File: config.mk
export PLATFORM = sky130hd
export DESIGN_NAME = accp_top
export DESIGN_NICKNAME = d
export VERILOG_FILES = /design/src/hw/accp_pkg.sv /design/src/hw/accp_sync.sv /design/src/hw/accp_top.sv
export SDC_FILE = /design/constraint.sdc
export NUM_CORES = 1
export LEC_CHECK = 0
export CELL_PAD_IN_SITES_DETAIL_PLACEMENT = 1
export CELL_PAD_IN_SITES_GLOBAL_PLACEMENT = 1
export CORE_MARGIN = 4
export CORE_UTILIZATION = 30
export CTS_BUF_LIST = sky130_fd_sc_hd__clkbuf_8
export DETAILED_ROUTE_END_ITERATION = 10
export DONT_BUFFER_PORTS = 1
export GPL_ROUTABILITY_DRIVEN = 0
export PLACE_DENSITY = 0.58
export SYNTH_ARGS = -nofsm -noshare
export SYNTH_HDL_FRONTEND = slang
export SYNTH_SLANG_ARGS = --single-unit
File: constraint.sdc
create_clock -name clk_sys_i -period 2.39 [get_ports clk_sys_i]
set_clock_uncertainty 0.2 [all_clocks]
set_input_delay 0.478 -clock clk_sys_i [delete_from_list [all_inputs] [get_ports clk_sys_i]]
set_output_delay 0.478 -clock clk_sys_i [all_outputs]
set_load 0.02 [all_outputs]
File: src/hw/accp_pkg.sv
// package of constants for the converter control and output port
//
// Operation
// - upper four parallel data bits are always driven, whatever the interface select.
// - busy rises at conversion start, falls after result loads into shift register.
// - output bus enabled only while chip select and read are both low.
// - chip select gates the external serial clock.
// - reset high returns to reset state and aborts any conversion.
// - power-down lets current conversion finish, then refuses new ones.
// - falling edge on convert start enters hold and begins conversion.
// - low-power mode: start still low after acquisition starts conversion at once.
// - normal mode when low-power and fast selects are both low.
// - approximation runs most significant bit first, then busy drops.
package accp_pkg;
	localparam int ACCP_DATA_W = 16;
	localparam int ACCP_CLK_MHZ = 25;
	// acquisition time in ns, then in cycles (least time, rounded up)
	localparam int ACCP_ACQ_NS = 400;
	localparam int ACCP_ACQ_CYC = (ACCP_ACQ_NS * ACCP_CLK_MHZ + 999) / 1000;
	localparam logic [15:0] ACCP_RST_DATA = 16'h0000;
	// reset level of the synchronised pins: start, select and read idle high
	localparam logic [7:0] ACCP_PIN_IDLE = 8'hE0;
	localparam logic [4:0] ACCP_BIT_TOP = 5'h0F;
	localparam logic [7:0] ACCP_ACQ_LAST = 8'(ACCP_ACQ_CYC - 1);
	typedef enum logic [1:0] {
		ACCP_IDLE = 2'b00,
		ACCP_CONV = 2'b01,
		ACCP_LOAD = 2'b10,
		ACCP_ACQ = 2'b11
	} accp_state_t;
endpackage : accp_pkg

File: src/hw/accp_sync.sv
// two-flop synchroniser for a group of pins
`timescale 1ns/1ps
`default_nettype none
module accp_sync #(
	parameter int W = 1,
	// level both stages take in reset, so an idle pin shows no false edge
	parameter logic [W-1:0] RST_VAL = '0
) (
	input wire logic clk_sys_i,
	input wire logic rst_n_i,
	input wire logic [W-1:0] d_i,
	output logic [W-1:0] q_o
);
	logic [W-1:0] meta_r;
	always_ff @(posedge clk_sys_i) begin
		if (!rst_n_i) begin
			meta_r <= RST_VAL;
			q_o <= RST_VAL;
		end else begin
			meta_r <= d_i;
			q_o <= meta_r;
		end
	end
endmodule : accp_sync
`default_nettype wire

File: src/hw/accp_top.sv
// conversion sequencer and output port control
`timescale 1ns/1ps
`default_nettype none
module accp_top
	import accp_pkg::*;
(
	// clock and reset
	input wire logic clk_sys_i,
	input wire logic rst_n_i,
	// host control pins
	input wire logic convert_start_n_i,
	input wire logic cs_n_i,
	input wire logic rd_n_i,
	input wire logic reset_i,
	input wire logic power_down_request_i,
	input wire logic low_power_sel_i,
	input wire logic fast_sel_i,
	input wire logic serial_parallel_select_i,
	input wire logic ext_sclk_i,
	// comparator decision for the bit under trial
	input wire logic comp_i,
	// status and data
	output logic busy_o,
	output logic hold_o,
	output logic [15:0] data_o,
	output logic data_oe_o,
	output logic [15:12] data_hi_oe_o,
	output logic sclk_gated_o
);
	logic [7:0] pins_s;
	logic cnv_n_s;
	logic cs_n_s;
	logic rd_n_s;
	logic reset_s;
	logic pd_s;
	logic lp_s;
	logic fast_s;
	logic sclk_s;
	logic cnv_n_d_r;
	logic start_edge;
	logic lp_mode;
	accp_state_t state_r;
	logic [4:0] bit_r;
	logic [15:0] sar_r;
	logic [15:0] shift_r;
	logic [7:0] acq_r;

	// comparator is clock-synchronous analog logic, not a pin
	accp_sync #(.W(8), .RST_VAL(ACCP_PIN_IDLE)) u_sync (
		.clk_sys_i(clk_sys_i),
		.rst_n_i(rst_n_i),
		.d_i({convert_start_n_i, cs_n_i, rd_n_i, reset_i,
			power_down_request_i, low_power_sel_i, fast_sel_i,
			ext_sclk_i}),
		.q_o(pins_s)
	);
	assign {cnv_n_s, cs_n_s, rd_n_s, reset_s, pd_s, lp_s, fast_s,
		sclk_s} = pins_s;

	assign start_edge = cnv_n_d_r & ~cnv_n_s;
	// normal mode is both selects low; only low-power changes sequencing
	assign lp_mode = lp_s & ~fast_s;

	always_ff @(posedge clk_sys_i) begin
		if (!rst_n_i) begin
			cnv_n_d_r <= 1'b1;
		end else begin
			cnv_n_d_r <= cnv_n_s;
		end
	end

	// sequencer
	always_ff @(posedge clk_sys_i) begin
		if (!rst_n_i || reset_s) begin
			state_r <= ACCP_IDLE;
			bit_r <= ACCP_BIT_TOP;
			sar_r <= ACCP_RST_DATA;
			acq_r <= 8'h00;
		end else begin
			unique case (state_r)
				ACCP_IDLE: begin
					// power-down blocks only new starts
					if (start_edge && !pd_s) begin
						state_r <= ACCP_CONV;
						bit_r <= ACCP_BIT_TOP;
						sar_r <= ACCP_RST_DATA;
					end
				end
				ACCP_CONV: begin
					sar_r[bit_r[3:0]] <= comp_i;
					if (bit_r == 5'h00) begin
						state_r <= ACCP_LOAD;
					end else begin
						bit_r <= bit_r - 5'h01;
					end
				end
				ACCP_LOAD: begin
					acq_r <= 8'h00;
					state_r <= lp_mode ? ACCP_ACQ : ACCP_IDLE;
				end
				ACCP_ACQ: begin
					if (acq_r >= ACCP_ACQ_LAST) begin
						if (!cnv_n_s && !pd_s) begin
							state_r <= ACCP_CONV;
							bit_r <= ACCP_BIT_TOP;
							sar_r <= ACCP_RST_DATA;
						end else begin
							state_r <= ACCP_IDLE;
						end
					end else begin
						acq_r <= acq_r + 8'h01;
						if (start_edge && !pd_s) begin
							state_r <= ACCP_CONV;
							bit_r <= ACCP_BIT_TOP;
							sar_r <= ACCP_RST_DATA;
						end
					end
				end
			endcase
		end
	end

	// result register and busy/hold flags
	always_ff @(posedge clk_sys_i) begin
		if (!rst_n_i || reset_s) begin
			shift_r <= ACCP_RST_DATA;
			busy_o <= 1'b0;
			hold_o <= 1'b0;
		end else begin
			if (state_r == ACCP_LOAD) begin
				shift_r <= sar_r;
			end
			// busy falls only once the result is in the shift register
			busy_o <= (state_r == ACCP_CONV) || (state_r == ACCP_LOAD) ||
				(state_r != ACCP_CONV && (start_edge ||
				(state_r == ACCP_ACQ && acq_r >= ACCP_ACQ_LAST &&
				!cnv_n_s)) && !pd_s);
			hold_o <= (state_r == ACCP_CONV);
		end
	end

	// output port
	always_ff @(posedge clk_sys_i) begin
		if (!rst_n_i) begin
			data_o <= ACCP_RST_DATA;
			data_oe_o <= 1'b0;
			data_hi_oe_o <= 4'hF;
			sclk_gated_o <= 1'b0;
		end else begin
			data_o <= shift_r;
			data_oe_o <= ~cs_n_s & ~rd_n_s;
			data_hi_oe_o <= 4'hF;
			sclk_gated_o <= sclk_s & ~cs_n_s;
		end
	end

	// serial_parallel_select only matters for the lower pins
	logic spsel_unused;
	assign spsel_unused = serial_parallel_select_i;

	property p_busy_reset;
		@(posedge clk_sys_i) disable iff (!rst_n_i)
		reset_s |=> !busy_o;
	endproperty
	a_busy_reset: assert property (p_busy_reset) else $error("busy in reset");

	property p_oe;
		@(posedge clk_sys_i) disable iff (!rst_n_i)
		data_oe_o |-> $past(!cs_n_s && !rd_n_s);
	endproperty
	a_oe: assert property (p_oe) else $error("bus on without cs and rd");

	property p_hi;
		@(posedge clk_sys_i) disable iff (!rst_n_i)
		##1 data_hi_oe_o == 4'hF;
	endproperty
	a_hi: assert property (p_hi) else $error("upper bits not driven");

	property p_pd;
		@(posedge clk_sys_i) disable iff (!rst_n_i || reset_s)
		(state_r == ACCP_IDLE && pd_s) |=> state_r == ACCP_IDLE;
	endproperty
	a_pd: assert property (p_pd) else $error("start under power-down");

	property p_start;
		@(posedge clk_sys_i) disable iff (!rst_n_i || reset_s)
		(state_r == ACCP_IDLE && start_edge && !pd_s) |=> ##1 hold_o;
	endproperty
	a_start: assert property (p_start) else $error("no hold on start");

	// run length of hold, checked at the cycle in which hold falls
	logic [4:0] hold_run_r;
	always_ff @(posedge clk_sys_i) begin
		if (!rst_n_i || reset_s) begin
			hold_run_r <= 5'h00;
		end else if (hold_o) begin
			hold_run_r <= hold_run_r + 5'h01;
		end else begin
			hold_run_r <= 5'h00;
		end
	end

	property p_len;
		@(posedge clk_sys_i) disable iff (!rst_n_i || reset_s)
		$fell(hold_o) |-> hold_run_r == 5'(ACCP_DATA_W);
	endproperty
	a_len: assert property (p_len) else $error("sar not 16 steps");

	property p_busy_load;
		@(posedge clk_sys_i) disable iff (!rst_n_i || reset_s)
		(state_r == ACCP_LOAD) |=> busy_o && shift_r == $past(sar_r);
	endproperty
	a_busy_load: assert property (p_busy_load) else $error("bad load");

	property p_abort;
		@(posedge clk_sys_i) disable iff (!rst_n_i)
		reset_s |=> state_r == ACCP_IDLE;
	endproperty
	a_abort: assert property (p_abort) else $error("reset did not abort");

	property p_sclk;
		@(posedge clk_sys_i) disable iff (!rst_n_i)
		cs_n_s |=> !sclk_gated_o;
	endproperty
	a_sclk: assert property (p_sclk) else $error("sclk not gated");

	property p_restart;
		@(posedge clk_sys_i) disable iff (!rst_n_i || reset_s)
		(state_r == ACCP_ACQ && acq_r >= ACCP_ACQ_LAST && !cnv_n_s && !pd_s)
			|=> state_r == ACCP_CONV && busy_o;
	endproperty
	a_restart: assert property (p_restart) else $error("no restart");
endmodule : accp_top
`default_nettype wire

==> impl_summary.txt, run 1 <==
----------------------------------------------------
[Outcome]
  Run status ... completed

[Yosys]
  Gate count of the mapped netlist ... 359
  Compound-Gate Fraction of Synth Area ... 16.5%
  Proportion of register bits with asynchronous set or reset after synthesis ... 0%
  Multiplexer fraction of the synthesized cell area ... 4.97%
  Top_reg_cell synth ... sky130_fd_sc_hd__dfxtp_1
  Number of different library cells in the post-synthesis netlist ... 51
  Combined area of all synthesized cells ... 3430 um2
  Avg Inst Size Synth ... 9.55 um2
  Synth Area in XOR/XNOR ... 0.256%
  Post-synthesis cell type with the largest combined area ... sky130_fd_sc_hd__dfxtp_1
  Sequential element share of the synthesized area ... 49.1%
  Share of Yosys cell area claimed by the top area cell type ... 49.1%
  Number of register bits inferred by synthesis ... 84
  Synthesized-area fraction occupied by and/or/nand/nor cells ... 20.0%
  Warning count from the yosys run ... 0
  Number of flops mapped to enable cells by yosys ... 0
  Combinational family with the most area after synthesis ... simple AND/OR/NAND/NOR gates
  Largest cells by area after synthesis ... sky130_fd_sc_hd__dfxtp_1, sky130_fd_sc_hd__mux2i_1, sky130_fd_sc_hd__and2_1
  Adder-cell area share of the yosys netlist ... 4.75%

[Floorplanning]
  Die X ... 115 um
  Starting Density ... 31.1%
  Placeable core region ... 11000 um2
  Site row count ... 38
  Boundary Pins ... 36
  Die extent in y ... 115 um
  Die Footprint ... 13200 um2

[Drt]
  Vias per cell ... 4.96
  First-pass iteration count of the detailed router ... 4
  Number of vias in the routed layout ... 2568
  Wire per inst ... 15.1 um
  Total wirelength of the detailed-routed design ... 7.80 mm
  Count of unresolved DRC violations after routing ... 0
  Count of routing violations after the opening detailed-route iteration ... 91
  Number of nets with antenna violations after routing ... 0

[Worst setup path]
  Worst-path cell chain ... inv_1 > ha_1 > or3b_2 > a211oi_4 > nand2_2 > or2_1 > a21oi_2
  Arrival time of data at the critical path endpoint ... 2.29 ns
  Critical path endpoint category ... flip-flop
  Reg2Reg Capture Point ... acq_r[2]
  Startpoint types ... flip-flop
  Worst setup path category ... flip-flop to flip-flop
  Depth of the most critical reg-to-reg path ... 7
  Required time of the worst setup path ... 2.49 ns
  CP max stage cell ... sky130_fd_sc_hd__or3b_2
  Crit path largest cell delay ... 0.49 ns
  Setup slack, reg-to-reg ... 0.19 ns
  CP max FO ... 5
  Startpoint of the most critical register-to-register path ... acq_r[1]

[Power]
  Leakage component of the power ... 0.00142 uW
  Largest voltage drop on the vdd net ... 0.323 mV
  Power density cells ... 633 nW/um2

[Finish]
  Most used cells in the layout excluding fill and tap cells ... sky130_fd_sc_hd__dfxtp_1, sky130_fd_sc_hd__nor2_1, sky130_fd_sc_hd__a21oi_1, sky130_fd_sc_hd__and2_1, sky130_fd_sc_hd__buf_4
  Nets@finish ... 398
  Utilization after layout ... 35.4%
  Commonest non-fill, non-tap cell in the layout ... sky130_fd_sc_hd__dfxtp_1
  Number of antenna cells inserted ... 0
  Area used by multi-input combinational logic ... 1640 um2
  Proportion of layout cells with a drive suffix above 1 ... 13.5%
  Area added between synthesis and finish ... 13.9%
  # fillers ... 1298
  Total non-filler cell area in the finished layout ... 3900 um2
  Sequential Area ... 1680 um2

[Min path]
  Number of cells on the worst hold path ... 1
  Min-delay src ... cs_n_i
  Hold worst-path end ... u_sync.meta_r[6]
  Type of the tightest min-delay check ... input port to flip-flop

[Run]
  Number of max-cap violations ... 0

[Timing]
  Hold Violations, Final ... 0
  Endpoints failing setup ... 0
  Worst rel slew slack ... 64.2%
  Slew Limit Fails ... 0
  Minimum period implied by the final worst setup slack ... 2.20 ns
  Final critical-path share of the clock period ... 91.9%
  Slew at the pin closest to its max-slew limit ... 0.536 ns
  Top achievable clock speed ... 0.455 GHz

[Global routing]
  Remaining global-route overflow ... 0
  Global-route wire length before repair ... 13.4 mm
  GRT Total Usage ... 12.8%
  Pin count of the biggest net entering global routing ... 32
  Vias in the first global route ... 2714
  Initial antenna violation count ... 0

[CTS]
  Clock root cell ... sky130_fd_sc_hd__clkbuf_8
  Number of CTS-inserted buffers ... 9
  Number of setup buffers added after CTS ... 0
  Clock Pin Slew Worst Setup and Hold Paths ... 0.08 ns
  # clock sinks ... 84
  H-tree depth ... 3
  Clock insertion delay at the later pin of the skew report ... 0.36 ns
  Maximum root-to-sink buffer count ... 2
  Clock tree from TritonCTS ... done

[Placed design]
  Input/output buffers ... 0
  HPWL after DPL ... 5.53 mm
  Cell area after placement ... 3650 um2

----------------------------------------------------
cell families (layout without fill, tap and decap cells):
logic type,count (synthesis),in the layout
xor+xnor,1,1
buf+inv,33,49
simple gates,125,125
flops,84,84
compound gates,85,85
mux,17,17
other cells,1,4
fa+ha+maj,13,13
stage by stage:
step	setup TNS (ns)	power [uW]	hold WS, ns	setup WS, ns	std cells
floorplan	0	1540	0.172	0.317	362
global placement	0	1560	0.177	0.139	499
detailed placement	0	1560	0.183	0.0759	499
CTS	0	2520	0.00148	0.0724	517
global route	-0.0170	2600	0.0108	-0.0170	518
finish	0	2470	0.0295	0.194	518
worst max path at each step:
stage	from	end	slack [ns]	depth (start not counted)
after global placement	acq_r[0]	sar_r[2]	0.14	9
final	acq_r[1]	acq_r[2]	0.19	7
after floorplan	acq_r[1]	acq_r[2]	0.32	7
after detailed placement	acq_r[0]	sar_r[2]	0.08	9
after CTS	acq_r[0]	sar_r[2]	0.07	9
after global routing	acq_r[1]	sar_r[6]	-0.02	9
layout make-up:
type,instances,share of cell area [%]
timing repair buffer,24,4.81
clock inverter,7,1.47
tap,140,4.49
multi-input combinational,245,42.1
inverter,9,0.866
sequential,84,43.1
clock buffer,9,3.17
flip-flops by register name (all words and copies together), names as in the netlist:
name           count
hold_o             1
state_r            2
data_oe_o          1
sclk_gated_o       1
u_sync.q_o         8
cnv_n_d_r          1
shift_r           16
acq_r              8
bit_r              5
busy_o             1
u_sync.meta_r      8
data_o            16
sar_r             16
synth_stat cells, types with 2 or more instances:
| cell type | instances |
|---|---|
| sky130_fd_sc_hd__nand3_1 | 10 |
| sky130_fd_sc_hd__buf_4 | 4 |
| sky130_fd_sc_hd__buf_1 | 2 |
| sky130_fd_sc_hd__and3_1 | 3 |
| sky130_fd_sc_hd__nor3_1 | 8 |
| sky130_fd_sc_hd__or3b_2 | 2 |
| sky130_fd_sc_hd__a21oi_1 | 28 |
| sky130_fd_sc_hd__mux2i_1 | 17 |
| sky130_fd_sc_hd__a21oi_2 | 2 |
| sky130_fd_sc_hd__a211oi_1 | 2 |
| sky130_fd_sc_hd__o311ai_0 | 6 |
| sky130_fd_sc_hd__a211o_1 | 2 |
| sky130_fd_sc_hd__o21ai_0 | 18 |
| sky130_fd_sc_hd__nand2b_1 | 14 |
| sky130_fd_sc_hd__nor2b_1 | 3 |
| sky130_fd_sc_hd__nor2_1 | 29 |
| sky130_fd_sc_hd__buf_2 | 2 |
| sky130_fd_sc_hd__nand4_1 | 2 |
| sky130_fd_sc_hd__ha_1 | 13 |
| sky130_fd_sc_hd__o211ai_1 | 3 |
| sky130_fd_sc_hd__and2_1 | 27 |
| sky130_fd_sc_hd__dfxtp_1 | 84 |
| sky130_fd_sc_hd__a32o_1 | 2 |
| sky130_fd_sc_hd__nor3b_1 | 4 |
| sky130_fd_sc_hd__nand3b_1 | 3 |
| sky130_fd_sc_hd__a21boi_0 | 7 |
| sky130_fd_sc_hd__a311oi_1 | 2 |
| sky130_fd_sc_hd__inv_1 | 9 |
| sky130_fd_sc_hd__o31ai_1 | 4 |
| sky130_fd_sc_hd__nand2_1 | 13 |
| sky130_fd_sc_hd__clkbuf_1 | 14 |
critical path: cells and delay by family, from the launching register on:
family | cells | cell delay (ns)
buf+inv | 1 | 0.08
compound gates | 2 | 0.49
flops | 1 | 0.38
fa+ha+maj | 1 | 0.19
simple gates | 3 | 0.80
power breakdown:
part	switching, uW	internal [uW]	total (uW)	leakage (uW)
combinational	67.9	39.6	108	0.000646
sequential	9.05	1410	1420	0.000681
clock	547	391	938	0.0000881
total	624	1850	2470	0.00142
what timing repair did:
| item | in CTS | in global routing |
|---|---|---|
| hold endpoints to repair | 7 | 1 |
| setup endpoints to repair | 0 | 13 |
| gates resized for setup | 0 | 7 |
| hold buffers | 2 | 1 |
per-layer routing:
metal / wire length [um] / part of all wire, % / vias to the layer above / GRT usage [%]
met5: 0 / 0 / - / 0
met4: 218 / 2.8 / 0 / 6.03
met3: 253 / 3.2 / 17 / 3.79
met2: 3730 / 48 / 34 / 20.7
met1: 3590 / 46 / 1245 / 15.7
li1: - / - / 1272 / -
Note: power is estimated with default switching activity, not from simulation.
==> inputs of run 2 (changes only) <==
--- a/config.mk
+++ b/config.mk
@@ -13,6 +13,7 @@
 export DETAILED_ROUTE_END_ITERATION = 10
 export DONT_BUFFER_PORTS = 1
 export GPL_ROUTABILITY_DRIVEN = 0
+export MAX_ROUTING_LAYER = met4
 export PLACE_DENSITY = 0.58
 export SYNTH_ARGS = -nofsm -noshare
 export SYNTH_HDL_FRONTEND = slang
==> impl_summary.txt, run 2 (synthesis results as in run 1) <==
----------------------------------------------------
[Outcome]
  Run status ... completed

[CTS]
  Number of setup buffers added after CTS ... 0 (unchanged)
  Clock Pin Slew Worst Setup and Hold Paths ... 0.08 ns (about the same)
  Number of CTS-inserted buffers ... 9 (unchanged)
  Maximum root-to-sink buffer count ... 2 (unchanged)
  # clock sinks ... 84 (unchanged)
  H-tree depth ... 3 (unchanged)
  Clock root cell ... sky130_fd_sc_hd__clkbuf_8
  Clock insertion delay at the later pin of the skew report ... 0.36 ns (about the same)
  Clock tree from TritonCTS ... done

[Placed design]
  HPWL after DPL ... 5.53 mm (unchanged)
  Input/output buffers ... 0 (unchanged)
  Cell area after placement ... 3650 um2 (unchanged)
  Cells after DPL ... 499 (unchanged)

[Power]
  Largest voltage drop on the vdd net ... 0.323 mV (about the same)
  Internal power ... 1850 uW (about the same)
  Combinational share of power ... 4.4% (about the same)
  Reg power frac ... 57.7% (about the same)
  Power density cells ... 633 nW/um2 (about the same)
  Leakage component of the power ... 0.00142 uW (unchanged)
  Fraction of power spent switching nets ... 25.2% (-0.028 points)
  Clock share of power ... 38.0% (about the same)
  Switching power summed over all nets ... 623 uW (-0.15%)

[Floorplanning]
  Placeable core region ... 11000 um2 (unchanged)
  Boundary Pins ... 36 (unchanged)
  Die extent in y ... 115 um (unchanged)
  Die Footprint ... 13200 um2 (unchanged)
  Die X ... 115 um (unchanged)
  Site row count ... 38 (unchanged)
  Starting Density ... 31.1% (unchanged)

[Finish]
  Number of antenna cells inserted ... 0 (unchanged)
  Area added between synthesis and finish ... 13.9% (unchanged)
  Nets@finish ... 398 (unchanged)
  Proportion of layout cells with a drive suffix above 1 ... 13.5% (unchanged)
  Commonest non-fill, non-tap cell in the layout ... sky130_fd_sc_hd__dfxtp_1
  Utilization after layout ... 35.4% (unchanged)
  # fillers ... 1298 (unchanged)
  Post-route non-filler standard cell count ... 518 (unchanged)
  Most used cells in the layout excluding fill and tap cells ... sky130_fd_sc_hd__dfxtp_1, sky130_fd_sc_hd__nor2_1, sky130_fd_sc_hd__a21oi_1, sky130_fd_sc_hd__and2_1, sky130_fd_sc_hd__buf_4
  Total non-filler cell area in the finished layout ... 3900 um2 (unchanged)
  Top flop regs ... data_o: 16 flops, sar_r: 16 flops, shift_r: 16 flops

[Min path]
  Min-delay src ... cs_n_i
  Hold worst-path end ... u_sync.meta_r[6]
  Type of the tightest min-delay check ... input port to flip-flop
  Number of cells on the worst hold path ... 1 (unchanged)

[Drt]
  Total wirelength of the detailed-routed design ... 7.80 mm (+0.10%)
  Count of routing violations after the opening detailed-route iteration ... 89 (-2.2%)
  Vias per cell ... 4.97 (+0.16%)
  First-pass iteration count of the detailed router ... 4 (unchanged)
  Wire per inst ... 15.1 um (+0.10%)
  Number of nets with antenna violations after routing ... 0 (unchanged)
  Count of unresolved DRC violations after routing ... 0 (unchanged)
  Number of vias in the routed layout ... 2572 (+0.16%)

[Global routing]
  Vias in the first global route ... 2713 (-0.037%)
  Global-route wire length before repair ... 13.4 mm (about the same)
  Initial antenna violation count ... 0 (unchanged)
  Remaining global-route overflow ... 0 (unchanged)
  Pin count of the biggest net entering global routing ... 32 (unchanged)
  GRT Total Usage ... 13.2% (+0.39 points)

[Worst setup path]
  Startpoint of the most critical register-to-register path ... acq_r[1]
  Required time of the worst setup path ... 2.49 ns (about the same)
  Startpoint types ... flip-flop
  Setup slack, reg-to-reg ... 0.19 ns (about the same)
  CP max FO ... 5 (unchanged)
  Depth of the most critical reg-to-reg path ... 7 (unchanged)
  Arrival time of data at the critical path endpoint ... 2.29 ns (about the same)
  Reg2Reg Capture Point ... acq_r[2]
  Critical path endpoint category ... flip-flop
  Worst setup path category ... flip-flop to flip-flop

[Timing]
  Minimum period implied by the final worst setup slack ... 2.20 ns (-0.00000100 ns)
  Top achievable clock speed ... 0.455 GHz (about the same)
  Endpoints failing setup ... 0 (unchanged)
  Hold Violations, Final ... 0 (unchanged)
  Final critical-path share of the clock period ... 91.9% (about the same)
  Slew at the pin closest to its max-slew limit ... 0.529 ns (-0.00706 ns)
  Slew Limit Fails ... 0 (unchanged)
  Worst rel slew slack ... 64.7% (+0.47 points)

[Run]
  Number of max-cap violations ... 0 (unchanged)

----------------------------------------------------
-- run 2: worst max path at each step --
stage                  start       end  cells past startpoint  slack, ns
floorplan           acq_r[1]  acq_r[2]                      7       0.32
global placement    acq_r[0]  sar_r[2]                      9       0.14
detailed placement  acq_r[0]  sar_r[2]                      9       0.08
CTS                 acq_r[0]  sar_r[2]                      9       0.07
global route        acq_r[1]  sar_r[6]                      9      -0.02
finish              acq_r[1]  acq_r[2]                      7       0.19
-- run 2: area by class of cell --
class,instances,area [um2],area share [%]
sequential,84,1680,43.1
clock buffer,9,124,3.17
multi-input combinational,245,1640,42.1
timing repair buffer,24,188,4.81
tap,140,175,4.49
inverter,9,33.8,0.866
clock inverter,7,57.6,1.47
-- run 2: per-stage QoR --
stage               total power, uW  worst slack [ns]  TNS (ns)  hold slack (ns)
floorplan                      1540             0.317         0            0.172
global placement               1560             0.139         0            0.177
detailed placement             1560            0.0759         0            0.183
CTS                            2520            0.0724         0          0.00148
global route                   2600           -0.0170   -0.0170           0.0108
finish                         2470             0.194         0           0.0289
-- run 2: repair_timing --
item,in CTS,in global routing
hold buffers,2,1
endpoints found under the setup margin,0,13
resized for setup,0,7
hold endpoints to repair,7,1
-- run 2: power by group through the flow --
| stage | Clock [uW] | Sequential [uW] | Combinational, uW |
|---|---|---|---|
| after floorplan | 0 | 1450 | 82.0 |
| after global placement | 0 | 1460 | 100 |
| after detailed placement | 0 | 1460 | 101 |
| after CTS | 992 | 1420 | 106 |
| after global routing | 1050 | 1430 | 120 |
| final | 937 | 1420 | 107 |
-- run 2: metal layers --
layer | up-vias | global-route usage, % | wire length, um
met3 | 18 | 3.74 | 232
met4 | 0 | 6.03 | 221
met1 | 1250 | 15.7 | 3610
li1 | 1272 | - | -
met5 | - | - | 0
met2 | 32 | 20.7 | 3740
-- run 2: critical path, stage by stage, from the launching register on --
cell	delay [ns]
sky130_fd_sc_hd__dfxtp_1	0.38
sky130_fd_sc_hd__inv_1	0.08
sky130_fd_sc_hd__ha_1	0.19
sky130_fd_sc_hd__or3b_2	0.49
sky130_fd_sc_hd__a211oi_4	0.36
sky130_fd_sc_hd__nand2_2	0.09
sky130_fd_sc_hd__or2_1	0.22
sky130_fd_sc_hd__a21oi_2	0.13
==> inputs of run 3 (changes only) <==
--- a/config.mk
+++ b/config.mk
@@ -8,13 +8,13 @@
 export CELL_PAD_IN_SITES_DETAIL_PLACEMENT = 1
 export CELL_PAD_IN_SITES_GLOBAL_PLACEMENT = 1
 export CORE_MARGIN = 4
-export CORE_UTILIZATION = 30
+export CORE_UTILIZATION = 50
 export CTS_BUF_LIST = sky130_fd_sc_hd__clkbuf_8
 export DETAILED_ROUTE_END_ITERATION = 10
 export DONT_BUFFER_PORTS = 1
 export GPL_ROUTABILITY_DRIVEN = 0
 export MAX_ROUTING_LAYER = met4
-export PLACE_DENSITY = 0.58
+export PLACE_DENSITY = 0.85
 export SYNTH_ARGS = -nofsm -noshare
 export SYNTH_HDL_FRONTEND = slang
 export SYNTH_SLANG_ARGS = --single-unit
==> impl_summary.txt, run 3 (synthesis results as in run 1) <==
----------------------------------------------------
[Outcome]
  Run status ... completed

[Power]
  Internal power ... 1860 uW (+0.84%)
  Switching power summed over all nets ... 599 uW (-3.8%)
  Combinational share of power ... 4.1% (-0.3 points)
  Power density cells ... 658 nW/um2 (+4.0%)
  Fraction of power spent switching nets ... 24.4% (-0.88 points)
  Reg power frac ... 57.9% (+0.2 points)
  Largest voltage drop on the vdd net ... 0.371 mV (+15%)
  Leakage component of the power ... 0.00137 uW (-3.1%)
  Clock share of power ... 38.0% (about the same)

[Timing]
  Worst rel slew slack ... 62.5% (-2.2 points)
  Setup repair after global routing missed its margin ... no
  Top achievable clock speed ... 0.449 GHz (-1.4%)
  Endpoints failing setup ... 0 (unchanged)
  Setup TNS after final layout ... 0 ns (unchanged)
  Slew Limit Fails ... 0 (unchanged)
  Slew at the pin closest to its max-slew limit ... 0.562 ns (+0.0327 ns)
  Hold Violations, Final ... 0 (unchanged)
  Minimum period implied by the final worst setup slack ... 2.23 ns (+0.0320 ns)
  Final critical-path share of the clock period ... 93.2% (+1.3 points)

[Drt]
  Met1 wire length ... 3.31 mm (-8.3%)
  Count of routing violations after the opening detailed-route iteration ... 139 (+56%)
  Number of nets with antenna violations after routing ... 0 (unchanged)
  Max layer used ... met4
  Total wirelength of the detailed-routed design ... 7.84 mm (+0.41%)
  Number of vias in the routed layout ... 2582 (+0.39%)
  Met2 wire length ... 4.07 mm (+8.8%)
  Count of unresolved DRC violations after routing ... 0 (unchanged)
  Routed length on met3 ... 223 um (-3.9%)
  First-pass iteration count of the detailed router ... 4 (unchanged)
  Wire per inst ... 17.5 um (+16%)
  Vias per cell ... 5.78 (+16%)

[Floorplanning]
  Die Footprint ... 8240 um2 (-38%)
  Boundary Pins ... 36 (unchanged)
  Die extent in y ... 90.8 um (-21%)
  Placeable core region ... 6490 um2 (-41%)
  Starting Density ... 52.8% (+22 points)
  Die X ... 90.8 um (-21%)
  Site row count ... 29 (-24%)

[Finish]
  Proportion of layout cells with a drive suffix above 1 ... 11.9% (-1.6 points)
  Nets@finish ... 390 (-2.0%)
  Commonest non-fill, non-tap cell in the layout ... sky130_fd_sc_hd__dfxtp_1
  Most used cells in the layout excluding fill and tap cells ... sky130_fd_sc_hd__dfxtp_1, sky130_fd_sc_hd__nor2_1, sky130_fd_sc_hd__a21oi_1, sky130_fd_sc_hd__and2_1, sky130_fd_sc_hd__o21ai_0
  Number of antenna cells inserted ... 0 (unchanged)
  Area added between synthesis and finish ... 9.16%
  Top flop regs ... data_o: 16 flops, sar_r: 16 flops, shift_r: 16 flops
  Total non-filler cell area in the finished layout ... 3740 um2 (-4.1%)

[CTS]
  Clock root cell ... sky130_fd_sc_hd__clkbuf_8
  Clock Pin Slew Worst Setup and Hold Paths ... 0.09 ns (about the same)
  H-tree depth ... 3 (unchanged)
  Clock insertion delay at the later pin of the skew report ... 0.36 ns (about the same)
  Maximum root-to-sink buffer count ... 2 (unchanged)
  Clock tree from TritonCTS ... done
  # clock sinks ... 84 (unchanged)
  Number of setup buffers added after CTS ... 0 (unchanged)
  Number of CTS-inserted buffers ... 9 (unchanged)

[Global routing]
  Global-route wire length before repair ... 13.3 mm (-0.87%)
  Initial antenna violation count ... 0 (unchanged)
  GRT Total Usage ... 20.6% (+7.4 points)
  Pin count of the biggest net entering global routing ... 32 (unchanged)
  Remaining global-route overflow ... 0 (unchanged)
  Vias in the first global route ... 2743 (+1.1%)

[Worst setup path]
  Worst-path cell chain ... inv_1 > ha_1 > nor3b_1 > buf_4 > o22ai_2 > a21oi_4 > o21ai_1 > a21oi_1
  Depth of the most critical reg-to-reg path ... 8 (+1)
  Critical path endpoint category ... flip-flop
  Arrival time of data at the critical path endpoint ... 2.25 ns (-0.04 ns)
  Required time of the worst setup path ... 2.41 ns (-0.08 ns)
  Startpoint of the most critical register-to-register path ... acq_r[0]
  Crit path largest cell delay ... 0.41 ns (-0.08 ns)
  Worst setup path category ... flip-flop to flip-flop
  CP max stage cell ... sky130_fd_sc_hd__dfxtp_1
  Startpoint types ... flip-flop
  Setup slack, reg-to-reg ... 0.16 ns (-0.03 ns)
  CP max FO ... 10 (+5)
  Reg2Reg Capture Point ... sar_r[7]

[Placed design]
  HPWL after DPL ... 5.44 mm (-1.7%)
  Input/output buffers ... 0 (unchanged)
  Cell area after placement ... 3530 um2 (-3.4%)

[Min path]
  Type of the tightest min-delay check ... input port to flip-flop
  Min-delay src ... cs_n_i
  Hold worst-path end ... u_sync.meta_r[6]
  Number of cells on the worst hold path ... 1 (unchanged)

[Run]
  Number of max-cap violations ... 0 (unchanged)

----------------------------------------------------
==> run 3: area by class of cell <==
class / instances / area [um2]
fill: 751 / 2750
sequential: 84 / 1680
multi-input combinational: 245 / 1620
clock buffer: 10 / 138
timing repair buffer: 16 / 123
tap: 77 / 96.3
clock inverter: 6 / 46.3
inverter: 9 / 33.8
==> run 3: layer usage <==
layer / track usage, % / vias to the layer above
li1: - / 1255
met1: 22.5 / 1249
met2: 35.6 / 56
met3: 4.42 / 22
met4: 9.92 / 0
met5: - / -
==> run 3: worst max-delay path: cells and delay by family, from the launching register on <==
family / cells / cell delay, ns
adders and majority gates: 1 / 0.22
AOI/OAI and AO/OA: 4 / 0.90
and+or+nand+nor: 1 / 0.14
DFF: 1 / 0.41
buffers and inverters: 2 / 0.23
==> run 3: worst max-delay path by stage <==
stage,start,to,cells past startpoint
floorplan,acq_r[1],acq_r[2],7
CTS,acq_r[0],sar_r[11],9
global route,acq_r[0],sar_r[8],8
detailed placement,acq_r[0],sar_r[1],9
global placement,acq_r[0],sar_r[1],9
finish,acq_r[0],sar_r[7],8
==> run 3: timing repair <==
item                       CTS  global route
hold endpoints to repair     7             0
setup endpoints to repair    0            12
hold buffers                 1             0
resized for setup            0             3
==> run 3: power groups by stage <==
stage,logic (uW),registers [uW],clock network [uW]
4_1_cts,99.3,1420,966
5_1_grt,112,1430,1020
3_5_place_dp,95.2,1460,0
3_3_place_gp,90.8,1460,0
6_report,101,1420,935
2_1_floorplan,82.0,1450,0
==> run 3: stage by stage <==
step | hold WS (ns) | utilization [%] | total power (uW) | cells | setup slack [ns]
floorplan | 0.172 | - | 1540 | 362 | 0.317
global placement | 0.176 | 54.4 | 1550 | 430 | 0.187
CTS | 0.00305 | 57.3 | 2490 | 447 | 0.0545
detailed placement | 0.201 | 54.4 | 1550 | 430 | 0.0882
finish | 0.0140 | 57.6 | 2460 | 447 | 0.162
global route | 0.0217 | 57.6 | 2560 | 447 | 0.00732
